`src/hdl/dpsem_pkg.sv`:
```
/*
  Package of the semaphore host controller: pin timing, flag encoding, commands.
  Assumes one 20 MHz system clock and one port of the dual-port semaphore device.
*/
package dpsem_pkg;
  localparam int unsigned CLK_PERIOD_NS = 50;
  localparam int unsigned NUM_SEMS = 8;
  localparam int unsigned IDX_W = 3;
  localparam int unsigned ADDR_W = 16;
  localparam int unsigned DATA_W = 8;
  // Strobe phase lengths, in ns, then cycles (rounded up, at least one)
  localparam int unsigned SETUP_NS = 50;
  localparam int unsigned STROBE_NS = 100;
  localparam int unsigned GAP_NS = 50;
  localparam int unsigned SETUP_CYC = (SETUP_NS + CLK_PERIOD_NS - 1) / CLK_PERIOD_NS;
  localparam int unsigned STROBE_CYC = (STROBE_NS + CLK_PERIOD_NS - 1) / CLK_PERIOD_NS;
  localparam int unsigned GAP_CYC = (GAP_NS + CLK_PERIOD_NS - 1) / CLK_PERIOD_NS;
  localparam int unsigned CNT_W = 4;
  // Flag values: active low
  localparam logic FLAG_TAKE = 1'b0;
  localparam logic FLAG_FREE = 1'b1;
  typedef enum logic [1:0] {DPSEM_CMD_ACQUIRE, DPSEM_CMD_RELEASE, DPSEM_CMD_POLL,
    DPSEM_CMD_INIT} dpsem_cmd_t;
endpackage

```
`src/hdl/dpsem_pins_if.sv`:
```
/*
  Interface carrying one pin-level access between the sequencer and the pin driver.
  Assumes both ends sit on the same clock.
*/
`timescale 1ns/10ps
interface dpsem_pins_if;
  logic start;
  logic wr;
  logic [dpsem_pkg::IDX_W-1:0] idx;
  logic wbit;
  logic done;
  logic rbit;
  modport seq (output start, output wr, output idx, output wbit, input done, input rbit);
  modport drv (input start, input wr, input idx, input wbit, output done, output rbit);
endinterface

```
`src/hdl/dpsem_host.sv`:
```
/*
  Semaphore host controller: acquires, releases, polls and initialises the eight
  hardware semaphore tokens of one port of a dual-port memory.
  Assumes the device pins are synchronous to sys_clk_i; the other port is driven
  by an independent party.
*/
`timescale 1ns/10ps
module dpsem_host #(
  parameter int unsigned NUM_SEMS = dpsem_pkg::NUM_SEMS
) (
  input wire logic sys_clk_i,
  input wire logic srst_i,
  input wire logic cmd_valid_i,
  input wire dpsem_pkg::dpsem_cmd_t cmd_i,
  input wire logic [dpsem_pkg::IDX_W-1:0] cmd_idx_i,
  output logic cmd_ready_o,
  output logic rsp_valid_o,
  output logic rsp_owned_o,
  output logic [NUM_SEMS-1:0] owned_o,
  output logic semaphore_select_n_o,
  output logic ce_n_o,
  output logic rw_n_o,
  output logic oe_n_o,
  output logic [dpsem_pkg::ADDR_W-1:0] addr_o,
  output logic [dpsem_pkg::DATA_W-1:0] data_o,
  output logic data_oe_o,
  input wire logic [dpsem_pkg::DATA_W-1:0] data_i
);
  typedef enum logic [2:0] {DPSEM_IDLE, DPSEM_WRITE, DPSEM_WAIT_W, DPSEM_READ, DPSEM_WAIT_R,
    DPSEM_ANSWER} dpsem_state_t;

  dpsem_pins_if acc ();
  dpsem_state_t st_q;
  dpsem_pkg::dpsem_cmd_t cmd_q;
  logic [dpsem_pkg::IDX_W-1:0] idx_q;
  logic wbit_q;
  logic ready_q;
  logic rsp_valid_q;
  logic rsp_owned_q;
  logic [NUM_SEMS-1:0] owned_q;
  logic start_q;
  logic wr_q;

  assign acc.start = start_q;
  assign acc.wr = wr_q;
  assign acc.idx = idx_q;
  assign acc.wbit = wbit_q;
  assign cmd_ready_o = ready_q;
  assign rsp_valid_o = rsp_valid_q;
  assign rsp_owned_o = rsp_owned_q;
  assign owned_o = owned_q;

  // Sequencer; every acquire is write zero then read back
  always_ff @(posedge sys_clk_i) begin
    start_q <= 1'b0;
    rsp_valid_q <= 1'b0;
    if (srst_i) begin
      st_q <= DPSEM_IDLE;
      cmd_q <= dpsem_pkg::DPSEM_CMD_POLL;
      idx_q <= '0;
      wbit_q <= dpsem_pkg::FLAG_FREE;
      wr_q <= 1'b0;
      ready_q <= 1'b0;
      rsp_owned_q <= 1'b0;
    end else begin
      unique case (st_q)
        DPSEM_IDLE: begin
          ready_q <= 1'b1;
          if (cmd_valid_i && ready_q) begin
            ready_q <= 1'b0;
            cmd_q <= cmd_i;
            idx_q <= cmd_i == dpsem_pkg::DPSEM_CMD_INIT ? '0 : cmd_idx_i;
            st_q <= cmd_i == dpsem_pkg::DPSEM_CMD_POLL ? DPSEM_READ : DPSEM_WRITE;
          end
        end
        DPSEM_WRITE: begin
          wr_q <= 1'b1;
          wbit_q <= cmd_q == dpsem_pkg::DPSEM_CMD_ACQUIRE ?
            dpsem_pkg::FLAG_TAKE : dpsem_pkg::FLAG_FREE;
          start_q <= 1'b1;
          st_q <= DPSEM_WAIT_W;
        end
        DPSEM_WAIT_W: begin
          if (acc.done) begin
            if (cmd_q == dpsem_pkg::DPSEM_CMD_INIT) begin
              // Free each token in turn from this port
              if (idx_q == dpsem_pkg::IDX_W'(NUM_SEMS - 1)) st_q <= DPSEM_ANSWER;
              else begin
                idx_q <= idx_q + 1'b1;
                st_q <= DPSEM_WRITE;
              end
            end else if (cmd_q == dpsem_pkg::DPSEM_CMD_ACQUIRE) st_q <= DPSEM_READ;
            else st_q <= DPSEM_ANSWER;
          end
        end
        DPSEM_READ: begin
          wr_q <= 1'b0;
          start_q <= 1'b1;
          st_q <= DPSEM_WAIT_R;
        end
        DPSEM_WAIT_R: begin
          if (acc.done) st_q <= DPSEM_ANSWER;
        end
        DPSEM_ANSWER: begin
          rsp_valid_q <= 1'b1;
          rsp_owned_q <= (cmd_q == dpsem_pkg::DPSEM_CMD_ACQUIRE ||
            cmd_q == dpsem_pkg::DPSEM_CMD_POLL) ? owned_q[idx_q] : 1'b0;
          st_q <= DPSEM_IDLE;
        end
        default: st_q <= DPSEM_IDLE;
      endcase
    end
  end

  // Ownership map, read zero means this port holds the token
  always_ff @(posedge sys_clk_i) begin
    if (srst_i) begin
      owned_q <= '0;
    end else if (acc.done && !wr_q) begin
      owned_q[idx_q] <= acc.rbit == dpsem_pkg::FLAG_TAKE;
    end else if (acc.done && wr_q && wbit_q == dpsem_pkg::FLAG_FREE) begin
      owned_q[idx_q] <= 1'b0;
    end
  end

  dpsem_pin_drv u_drv (
    .sys_clk_i(sys_clk_i),
    .srst_i(srst_i),
    .acc(acc),
    .semaphore_select_n_q(semaphore_select_n_o),
    .ce_n_q(ce_n_o),
    .rw_n_q(rw_n_o),
    .oe_n_q(oe_n_o),
    .addr_q(addr_o),
    .dout_q(data_o),
    .dout_en_q(data_oe_o),
    .din_i(data_i)
  );

  // Sequencing and ownership checks
  a_acquire_reads_back: assert property (@(posedge sys_clk_i) disable iff (srst_i)
    (st_q == DPSEM_WAIT_W && acc.done && cmd_q == dpsem_pkg::DPSEM_CMD_ACQUIRE)
    |=> st_q == DPSEM_READ) else $error("Acquire not followed by read");

  a_acquire_writes_zero: assert property (@(posedge sys_clk_i) disable iff (srst_i)
    (start_q && wr_q && cmd_q == dpsem_pkg::DPSEM_CMD_ACQUIRE) |-> !wbit_q)
    else $error("Acquire did not write zero");

  a_release_writes_one: assert property (@(posedge sys_clk_i) disable iff (srst_i)
    (start_q && wr_q && cmd_q != dpsem_pkg::DPSEM_CMD_ACQUIRE) |-> wbit_q)
    else $error("Release or init did not write one");

  a_release_clears_own: assert property (@(posedge sys_clk_i) disable iff (srst_i)
    (acc.done && wr_q && wbit_q) |=> !owned_q[$past(idx_q)])
    else $error("Ownership kept after release");

  a_one_answer: assert property (@(posedge sys_clk_i) disable iff (srst_i)
    rsp_valid_q |=> !rsp_valid_q && ready_q) else $error("Answer not single");

  a_acquire_write_first: assert property (@(posedge sys_clk_i) disable iff (srst_i)
    (st_q != DPSEM_IDLE && $past(st_q) == DPSEM_IDLE &&
    cmd_q == dpsem_pkg::DPSEM_CMD_ACQUIRE) |-> st_q == DPSEM_WRITE)
    else $error("Acquire did not start with a write");

  a_init_starts_zero: assert property (@(posedge sys_clk_i) disable iff (srst_i)
    (st_q != DPSEM_IDLE && $past(st_q) == DPSEM_IDLE &&
    cmd_q == dpsem_pkg::DPSEM_CMD_INIT) |-> idx_q == '0)
    else $error("Init did not start at token zero");

  a_init_covers_all: assert property (@(posedge sys_clk_i) disable iff (srst_i)
    (st_q == DPSEM_ANSWER && cmd_q == dpsem_pkg::DPSEM_CMD_INIT) |->
    idx_q == dpsem_pkg::IDX_W'(NUM_SEMS - 1)) else $error("Init ended before last token");

  a_poll_reads_only: assert property (@(posedge sys_clk_i) disable iff (srst_i)
    (start_q && cmd_q == dpsem_pkg::DPSEM_CMD_POLL) |-> !wr_q)
    else $error("Poll issued a write");

  a_release_answer_zero: assert property (@(posedge sys_clk_i) disable iff (srst_i)
    (rsp_valid_q && (cmd_q == dpsem_pkg::DPSEM_CMD_RELEASE ||
    cmd_q == dpsem_pkg::DPSEM_CMD_INIT)) |-> !rsp_owned_q)
    else $error("Release answered owned");

  a_owned_on_done: assert property (@(posedge sys_clk_i) disable iff (srst_i)
    !acc.done |=> $stable(owned_q))
    else $error("Ownership changed without an access");

  a_idle_deselected: assert property (@(posedge sys_clk_i) disable iff (srst_i)
    (st_q == DPSEM_IDLE) |-> semaphore_select_n_o && oe_n_o && rw_n_o)
    else $error("Pins active while idle");

  a_write_launch: assert property (@(posedge sys_clk_i) disable iff (srst_i)
    (st_q == DPSEM_WRITE) |=> start_q && wr_q)
    else $error("Write access not launched");

  a_read_launch: assert property (@(posedge sys_clk_i) disable iff (srst_i)
    (st_q == DPSEM_READ) |=> start_q && !wr_q)
    else $error("Read access not launched");

  a_busy_not_ready: assert property (@(posedge sys_clk_i) disable iff (srst_i)
    (st_q != DPSEM_IDLE) |-> !ready_q)
    else $error("Ready while busy");

  a_answer_after_done: assert property (@(posedge sys_clk_i) disable iff (srst_i)
    (st_q == DPSEM_ANSWER) |-> $past(acc.done))
    else $error("Answer without finished access");
endmodule // dpsem_host

```
`src/hdl/dpsem_pin_drv.sv`:
```
/*
  Pin driver: runs one semaphore write or read cycle on the device pins.
  Assumes device pins are sampled synchronously; data bus is three signals.
*/
`timescale 1ns/10ps
module dpsem_pin_drv (
  input wire logic sys_clk_i,
  input wire logic srst_i,
  dpsem_pins_if.drv acc,
  output logic semaphore_select_n_q,
  output logic ce_n_q,
  output logic rw_n_q,
  output logic oe_n_q,
  output logic [dpsem_pkg::ADDR_W-1:0] addr_q,
  output logic [dpsem_pkg::DATA_W-1:0] dout_q,
  output logic dout_en_q,
  input wire logic [dpsem_pkg::DATA_W-1:0] din_i
);
  typedef enum logic [1:0] {DPSEM_P_IDLE, DPSEM_P_SETUP, DPSEM_P_STROBE, DPSEM_P_GAP} dpsem_ps_t;
  dpsem_ps_t st_q;
  logic [dpsem_pkg::CNT_W-1:0] cnt_q;
  logic wr_q;
  logic done_q;
  logic rbit_q;

  assign acc.done = done_q;
  assign acc.rbit = rbit_q;

  always_ff @(posedge sys_clk_i) begin
    done_q <= 1'b0;
    if (srst_i) begin
      st_q <= DPSEM_P_IDLE;
      cnt_q <= '0;
      wr_q <= 1'b0;
      rbit_q <= 1'b1;
      semaphore_select_n_q <= 1'b1;
      ce_n_q <= 1'b1;
      rw_n_q <= 1'b1;
      oe_n_q <= 1'b1;
      addr_q <= '0;
      dout_q <= '0;
      dout_en_q <= 1'b0;
    end else begin
      ce_n_q <= 1'b1;
      unique case (st_q)
        DPSEM_P_IDLE: begin
          if (acc.start) begin
            wr_q <= acc.wr;
            addr_q <= {{(dpsem_pkg::ADDR_W-dpsem_pkg::IDX_W){1'b0}}, acc.idx};
            dout_q <= {{(dpsem_pkg::DATA_W-1){1'b1}}, acc.wbit};
            dout_en_q <= acc.wr;
            semaphore_select_n_q <= 1'b0;
            cnt_q <= dpsem_pkg::CNT_W'(dpsem_pkg::SETUP_CYC);
            st_q <= DPSEM_P_SETUP;
          end
        end
        DPSEM_P_SETUP: begin
          cnt_q <= cnt_q - 1'b1;
          if (cnt_q == dpsem_pkg::CNT_W'(1)) begin
            if (wr_q) rw_n_q <= 1'b0;
            else oe_n_q <= 1'b0;
            cnt_q <= dpsem_pkg::CNT_W'(dpsem_pkg::STROBE_CYC);
            st_q <= DPSEM_P_STROBE;
          end
        end
        DPSEM_P_STROBE: begin
          cnt_q <= cnt_q - 1'b1;
          if (cnt_q == dpsem_pkg::CNT_W'(1)) begin
            rbit_q <= din_i[0];
            // Deselect after every access so the next read relatches
            semaphore_select_n_q <= 1'b1;
            rw_n_q <= 1'b1;
            oe_n_q <= 1'b1;
            cnt_q <= dpsem_pkg::CNT_W'(dpsem_pkg::GAP_CYC);
            st_q <= DPSEM_P_GAP;
          end
        end
        DPSEM_P_GAP: begin
          dout_en_q <= 1'b0;
          cnt_q <= cnt_q - 1'b1;
          if (cnt_q == dpsem_pkg::CNT_W'(1)) begin
            done_q <= 1'b1;
            st_q <= DPSEM_P_IDLE;
          end
        end
      endcase
    end
  end

  a_deselect_between: assert property (@(posedge sys_clk_i) disable iff (srst_i)
    (done_q |-> semaphore_select_n_q && oe_n_q)) else $error("Select not released");
  a_ce_held_high: assert property (@(posedge sys_clk_i) disable iff (srst_i)
    (!semaphore_select_n_q |-> ce_n_q))
    else $error("Chip enable active in semaphore access");
  a_addr_upper_zero: assert property (@(posedge sys_clk_i) disable iff (srst_i)
    (!semaphore_select_n_q |-> addr_q[dpsem_pkg::ADDR_W-1:dpsem_pkg::IDX_W] == '0))
    else $error("Upper address bits set");
  a_write_drives_bus: assert property (@(posedge sys_clk_i) disable iff (srst_i)
    (!rw_n_q |-> dout_en_q && oe_n_q)) else $error("Write strobe without data drive");
endmodule // dpsem_pin_drv

```
`config.mk`:
```
export PLATFORM = sky130hd
export DESIGN_NAME = dpsem_host
export DESIGN_NICKNAME = d
export VERILOG_FILES = /design/src/hdl/dpsem_pkg.sv /design/src/hdl/dpsem_pins_if.sv /design/src/hdl/dpsem_host.sv /design/src/hdl/dpsem_pin_drv.sv
export SDC_FILE = /design/constraint.sdc
export NUM_CORES = 1
export LEC_CHECK = 0
export BUFFER_PORTS_ARGS = -buffer_cell sky130_fd_sc_hd__buf_2
export CAP_MARGIN = 20
export CORE_UTILIZATION = 55
export CTS_CLUSTER_SIZE = 8
export DETAILED_ROUTE_END_ITERATION = 8
export PLACE_DENSITY = 0.83
export SETUP_SLACK_MARGIN = 0.4
export SLEW_MARGIN = 20
export SYNTH_ARGS = -nofsm -noshare
export SYNTH_HDL_FRONTEND = slang
export SYNTH_HIERARCHICAL = 1
export SYNTH_SLANG_ARGS = --single-unit
```
`constraint.sdc`:
```
create_clock -name sys_clk_i -period 3.88 [get_ports sys_clk_i]
set_input_delay 0.776 -clock sys_clk_i [delete_from_list [all_inputs] [get_ports sys_clk_i]]
set_output_delay 0.776 -clock sys_clk_i [all_outputs]
set_load 0.05 [all_outputs]
```
==> results <==
- The run finished with clean final reports.
- The pin count of the biggest net entering global routing is 44.
- At the later pin of the worst-skew pair, clock insertion delay measures 0.30 ns.
- For this block, the via count after detailed routing is 1796.
- After clock tree synthesis, the clock-pin slew on the worst setup and hold paths is 0.08 ns.
- The path class of the tightest hold or removal check is reg -> reg.
- In this run the standard cell core region covers 3690 sq um.
- The H-tree was split into 2 levels.
- The final core utilization is 61.5%.
- IR analysis of the VDD net gives a maximum drop of 0.231 mV.
- The starting density of the core is 57.7%.
- The power density of the placed cells is 451 nW/um^2.
- The top cell types in the final layout, fill and taps aside, are 40 x dfxtp_1, 34 x buf_2, 25 x a21oi_1.
- The top cell type by area accounts for 37.6% of the synthesized area.
- The critical path launch point type is a flip-flop.
- Summing all multi-input logic gate instances after layout gives 1140 sq um.
- The Yosys step of the flow raised 6 warnings.
- The maximum root-to-sink buffer count is 2.
- The number of global-route vias before repair is 1526.
- The detailed router's first-iteration violation count is 108.
- The post-synthesis average cell area is 8.55 sq um.
- The count of unresolved DRC violations after routing is 0.
- STA classifies the critical path endpoint as a flip-flop.
- The final hold violation count is 0.
- The overall power after layout is 1.02 mW.
- The share of flip-flops with an asynchronous set or reset is 0%.
- The floorplan has 22 rows.
- The synthesized design contains 0 enable-type register cells.
- The number of antenna violations at the first check in global routing is 0.
- By area the synthesized netlist is led by dfxtp_1 38%, buf_4 7.1%, a21oi_1 5.9%.
- The total clock sinks is 40.
- The detailed-route wire length per cell is 12.9 um.
- The global routing stage identified its most utilized layer as met2.
- The number of buffers inserted for hold repair after clock tree synthesis is 0.
- The number of flip-flops and latches in the synthesized netlist is 40.
- The post-route netlist has 16.4% of its cells at a drive strength greater than 1.
- Global routing used 26.2% of the available met1 tracks.
- The overall fraction of global-route tracks in use is 21.0%.
- The number of antenna cells inserted is 0.
- Synthesis produced 249 cells.
- The first-pass GRT wire length is 6.76 mm.
- TritonCTS built the clock tree.
- The measured slew at the worst slew-check pin is 0.820 ns.
- The count of nets left with antenna violations once routing finished came out at 0.
- The most used flip-flop cell after synthesis is dfxtp_1.
- CTS placed an instance of clkbuf_8 at the clock tree root.
- The number of nets in the finished design is 292.
- The die span in y is 64.2 um.
- The part of the cycle the worst path needs is 50.1%.
- The final count of pins violating max slew was 0.
- The library cell used most frequently in the layout, excluding fill and tap cells, is dfxtp_1.
- Hold timing on the final database bottoms out at a slack of 0.456 ns.
- The number of setup violations in the final report is 0.
- The minimum period implied by the final worst setup slack is 1.94 ns.
- The global placer's final weighted congestion is 0.828.
- Measured against its own limit, the worst slew margin works out to 44.6%.
- The arrival time of the worst setup path is 2.15 ns.
- For this run, the detailed router's first-pass iteration total came to 4.
- The area growth from synthesis to layout is 6.53%.
- After global routing the overflow that remains totals 0.
- The critical setup path kind is reg -> reg.
- In this run, post-CTS repair resized a total of 0 instances.
- The sequential cells in the finished layout cover a total of 801 sq um.
- Between clock sinks in the finished design, the worst skew comes to 0.0105 ns.
- After synthesis, flip-flops and latches occupy 37.6% of the total area.
- The maximum single-stage delay on the critical path is 0.54 ns.
- The highest clock frequency the design can meet is 0.514 GHz.
- From left edge to right edge, the die measures 64.2 um.
- The half-perimeter wire length of the detailed placement result is 2.77 mm.
- STA puts the critical path data required time at 4.09 ns.
- The aggregate negative setup slack is 0 ns.
- The number of filler instances in the final layout is 358.
- The total wire length after detailed routing is 4.07 mm.
- The number of different library cells in the post-synthesis netlist is 51.
- The met2 usage in global routing is 34.2%.
- The signal on the critical path passes through inv_1, ha_1, nor2b_1, a21oi_1, a221oi_1.
- Among all stages on the critical path, the largest delay is contributed by nor2b_1.
- The cell taking the most area after synthesis is dfxtp_1.
- The number of clock buffers inserted by TritonCTS is 5.
- The analysis attributes to cell leakage a power of 0.908 nW.
- In the global route stage, met3 resource usage came out at 6.43%.
- After synthesis the cells add up to 2130 sq um.
- The number of setup buffers added after CTS is 0.
- Max-cap violations in this run came to 0.
- In this run the worst path has a maximum fanout of 14.
- The top-level port count is 56.
- The detailed-route vias per instance is 5.68.
- Port buffering added 34 buffers.
- The die covers 4120 sq um.
- Setup repair after global routing left no endpoint under its margin.
-- power by group --
group	total (mW)	internal (mW)	leakage [nW]	switching (mW)
clock network	0.261	0.122	0.0410	0.138
registers	0.470	0.436	0.324	0.0342
logic	0.291	0.0943	0.543	0.197
total	1.02	0.652	0.908	0.369
-- critical path: cells and delay by family (launching register included) --
kind / cells / cell delay (ns)
compound gates: 2 / 0.41
simple gates: 1 / 0.54
fa+ha+maj: 1 / 0.45
flops: 1 / 0.34
buf+inv: 1 / 0.10
-- logic make-up after synthesis --
family	after synthesis	share of synthesized area (%)
AOI/OAI and AO/OA	69	21.2
muxes	5	3.88
other	2	0.353
adders and majority gates	8	4.70
buffers and inverters	40	11.1
DFF	40	37.6
and+or+nand+nor	85	21.2
-- per-layer routing --
layer / up-vias / routed length, um
li1: 898 / -
met1: 852 / 1960
met2: 42 / 1880
met3: 4 / 185
met4: 0 / 41
met5: - / 0
-- cells in the mapped netlist (all sizes together), types with 2 or more instances --
master	number
a211o	2
a211oi	4
a21boi	2
a21o	4
a21oi	26
a31oi	3
buf	25
clkbuf	9
conb	2
dfxtp	40
ha	8
inv	6
mux2i	3
mux4	2
nand2	23
nand2b	8
nand3	16
nand3b	3
nand4b	3
nor2	12
nor2b	4
nor3	4
nor3b	2
o2111a	2
o21a	2
o21ai	10
o31ai	3
or3	3
-- cell type report --
| type | count | share of cell area (%) |
|---|---|---|
| Sequential cell | 40 | 35.3 |
| Inverter | 6 | 0.993 |
| Clock buffer | 6 | 3.20 |
| Timing Repair Buffer | 34 | 7.51 |
| Clock inverter | 1 | 0.221 |
| Tap cell | 48 | 2.65 |
| Multi-Input combinational cell | 181 | 50.1 |
-- sequential cells by signal (all words and copies together), names as in the netlist, 2 cells and up --
| register | cells |
|---|---|
| st_q | 3 |
| u_drv/st_q | 2 |
| acc.idx | 3 |
| owned_o | 8 |
| u_drv/cnt_q | 4 |
| u_drv/addr_q | 3 |
| u_drv/dout_q | 2 |
| cmd_q | 2 |
-- per-stage QoR --
step                      instances  instance area (sq um)  setup WS, ns
after floorplan                 261                   2170          2.09
after global placement          309                   2190          2.00
after detailed placement        309                   2190          1.95
after CTS                       316                   2270          1.94
after global routing            316                   2270          1.73
final                           316                   2270          1.94
-- worst paths after layout --
check                                  endpoint       startpoint  depth (start not counted)  slack [ns]
worst max register to register   u_drv/cnt_q[3]    u_drv/st_q[0]                          5        1.94
worst min register to register  u_drv/addr_q[2]  u_drv/addr_q[2]                          2        0.46
worst min-delay path            u_drv/addr_q[2]  u_drv/addr_q[2]                          2        0.46
worst max-delay path             u_drv/cnt_q[3]    u_drv/st_q[0]                          5        1.94
No activity file was read; power rests on OpenSTA's default activity.
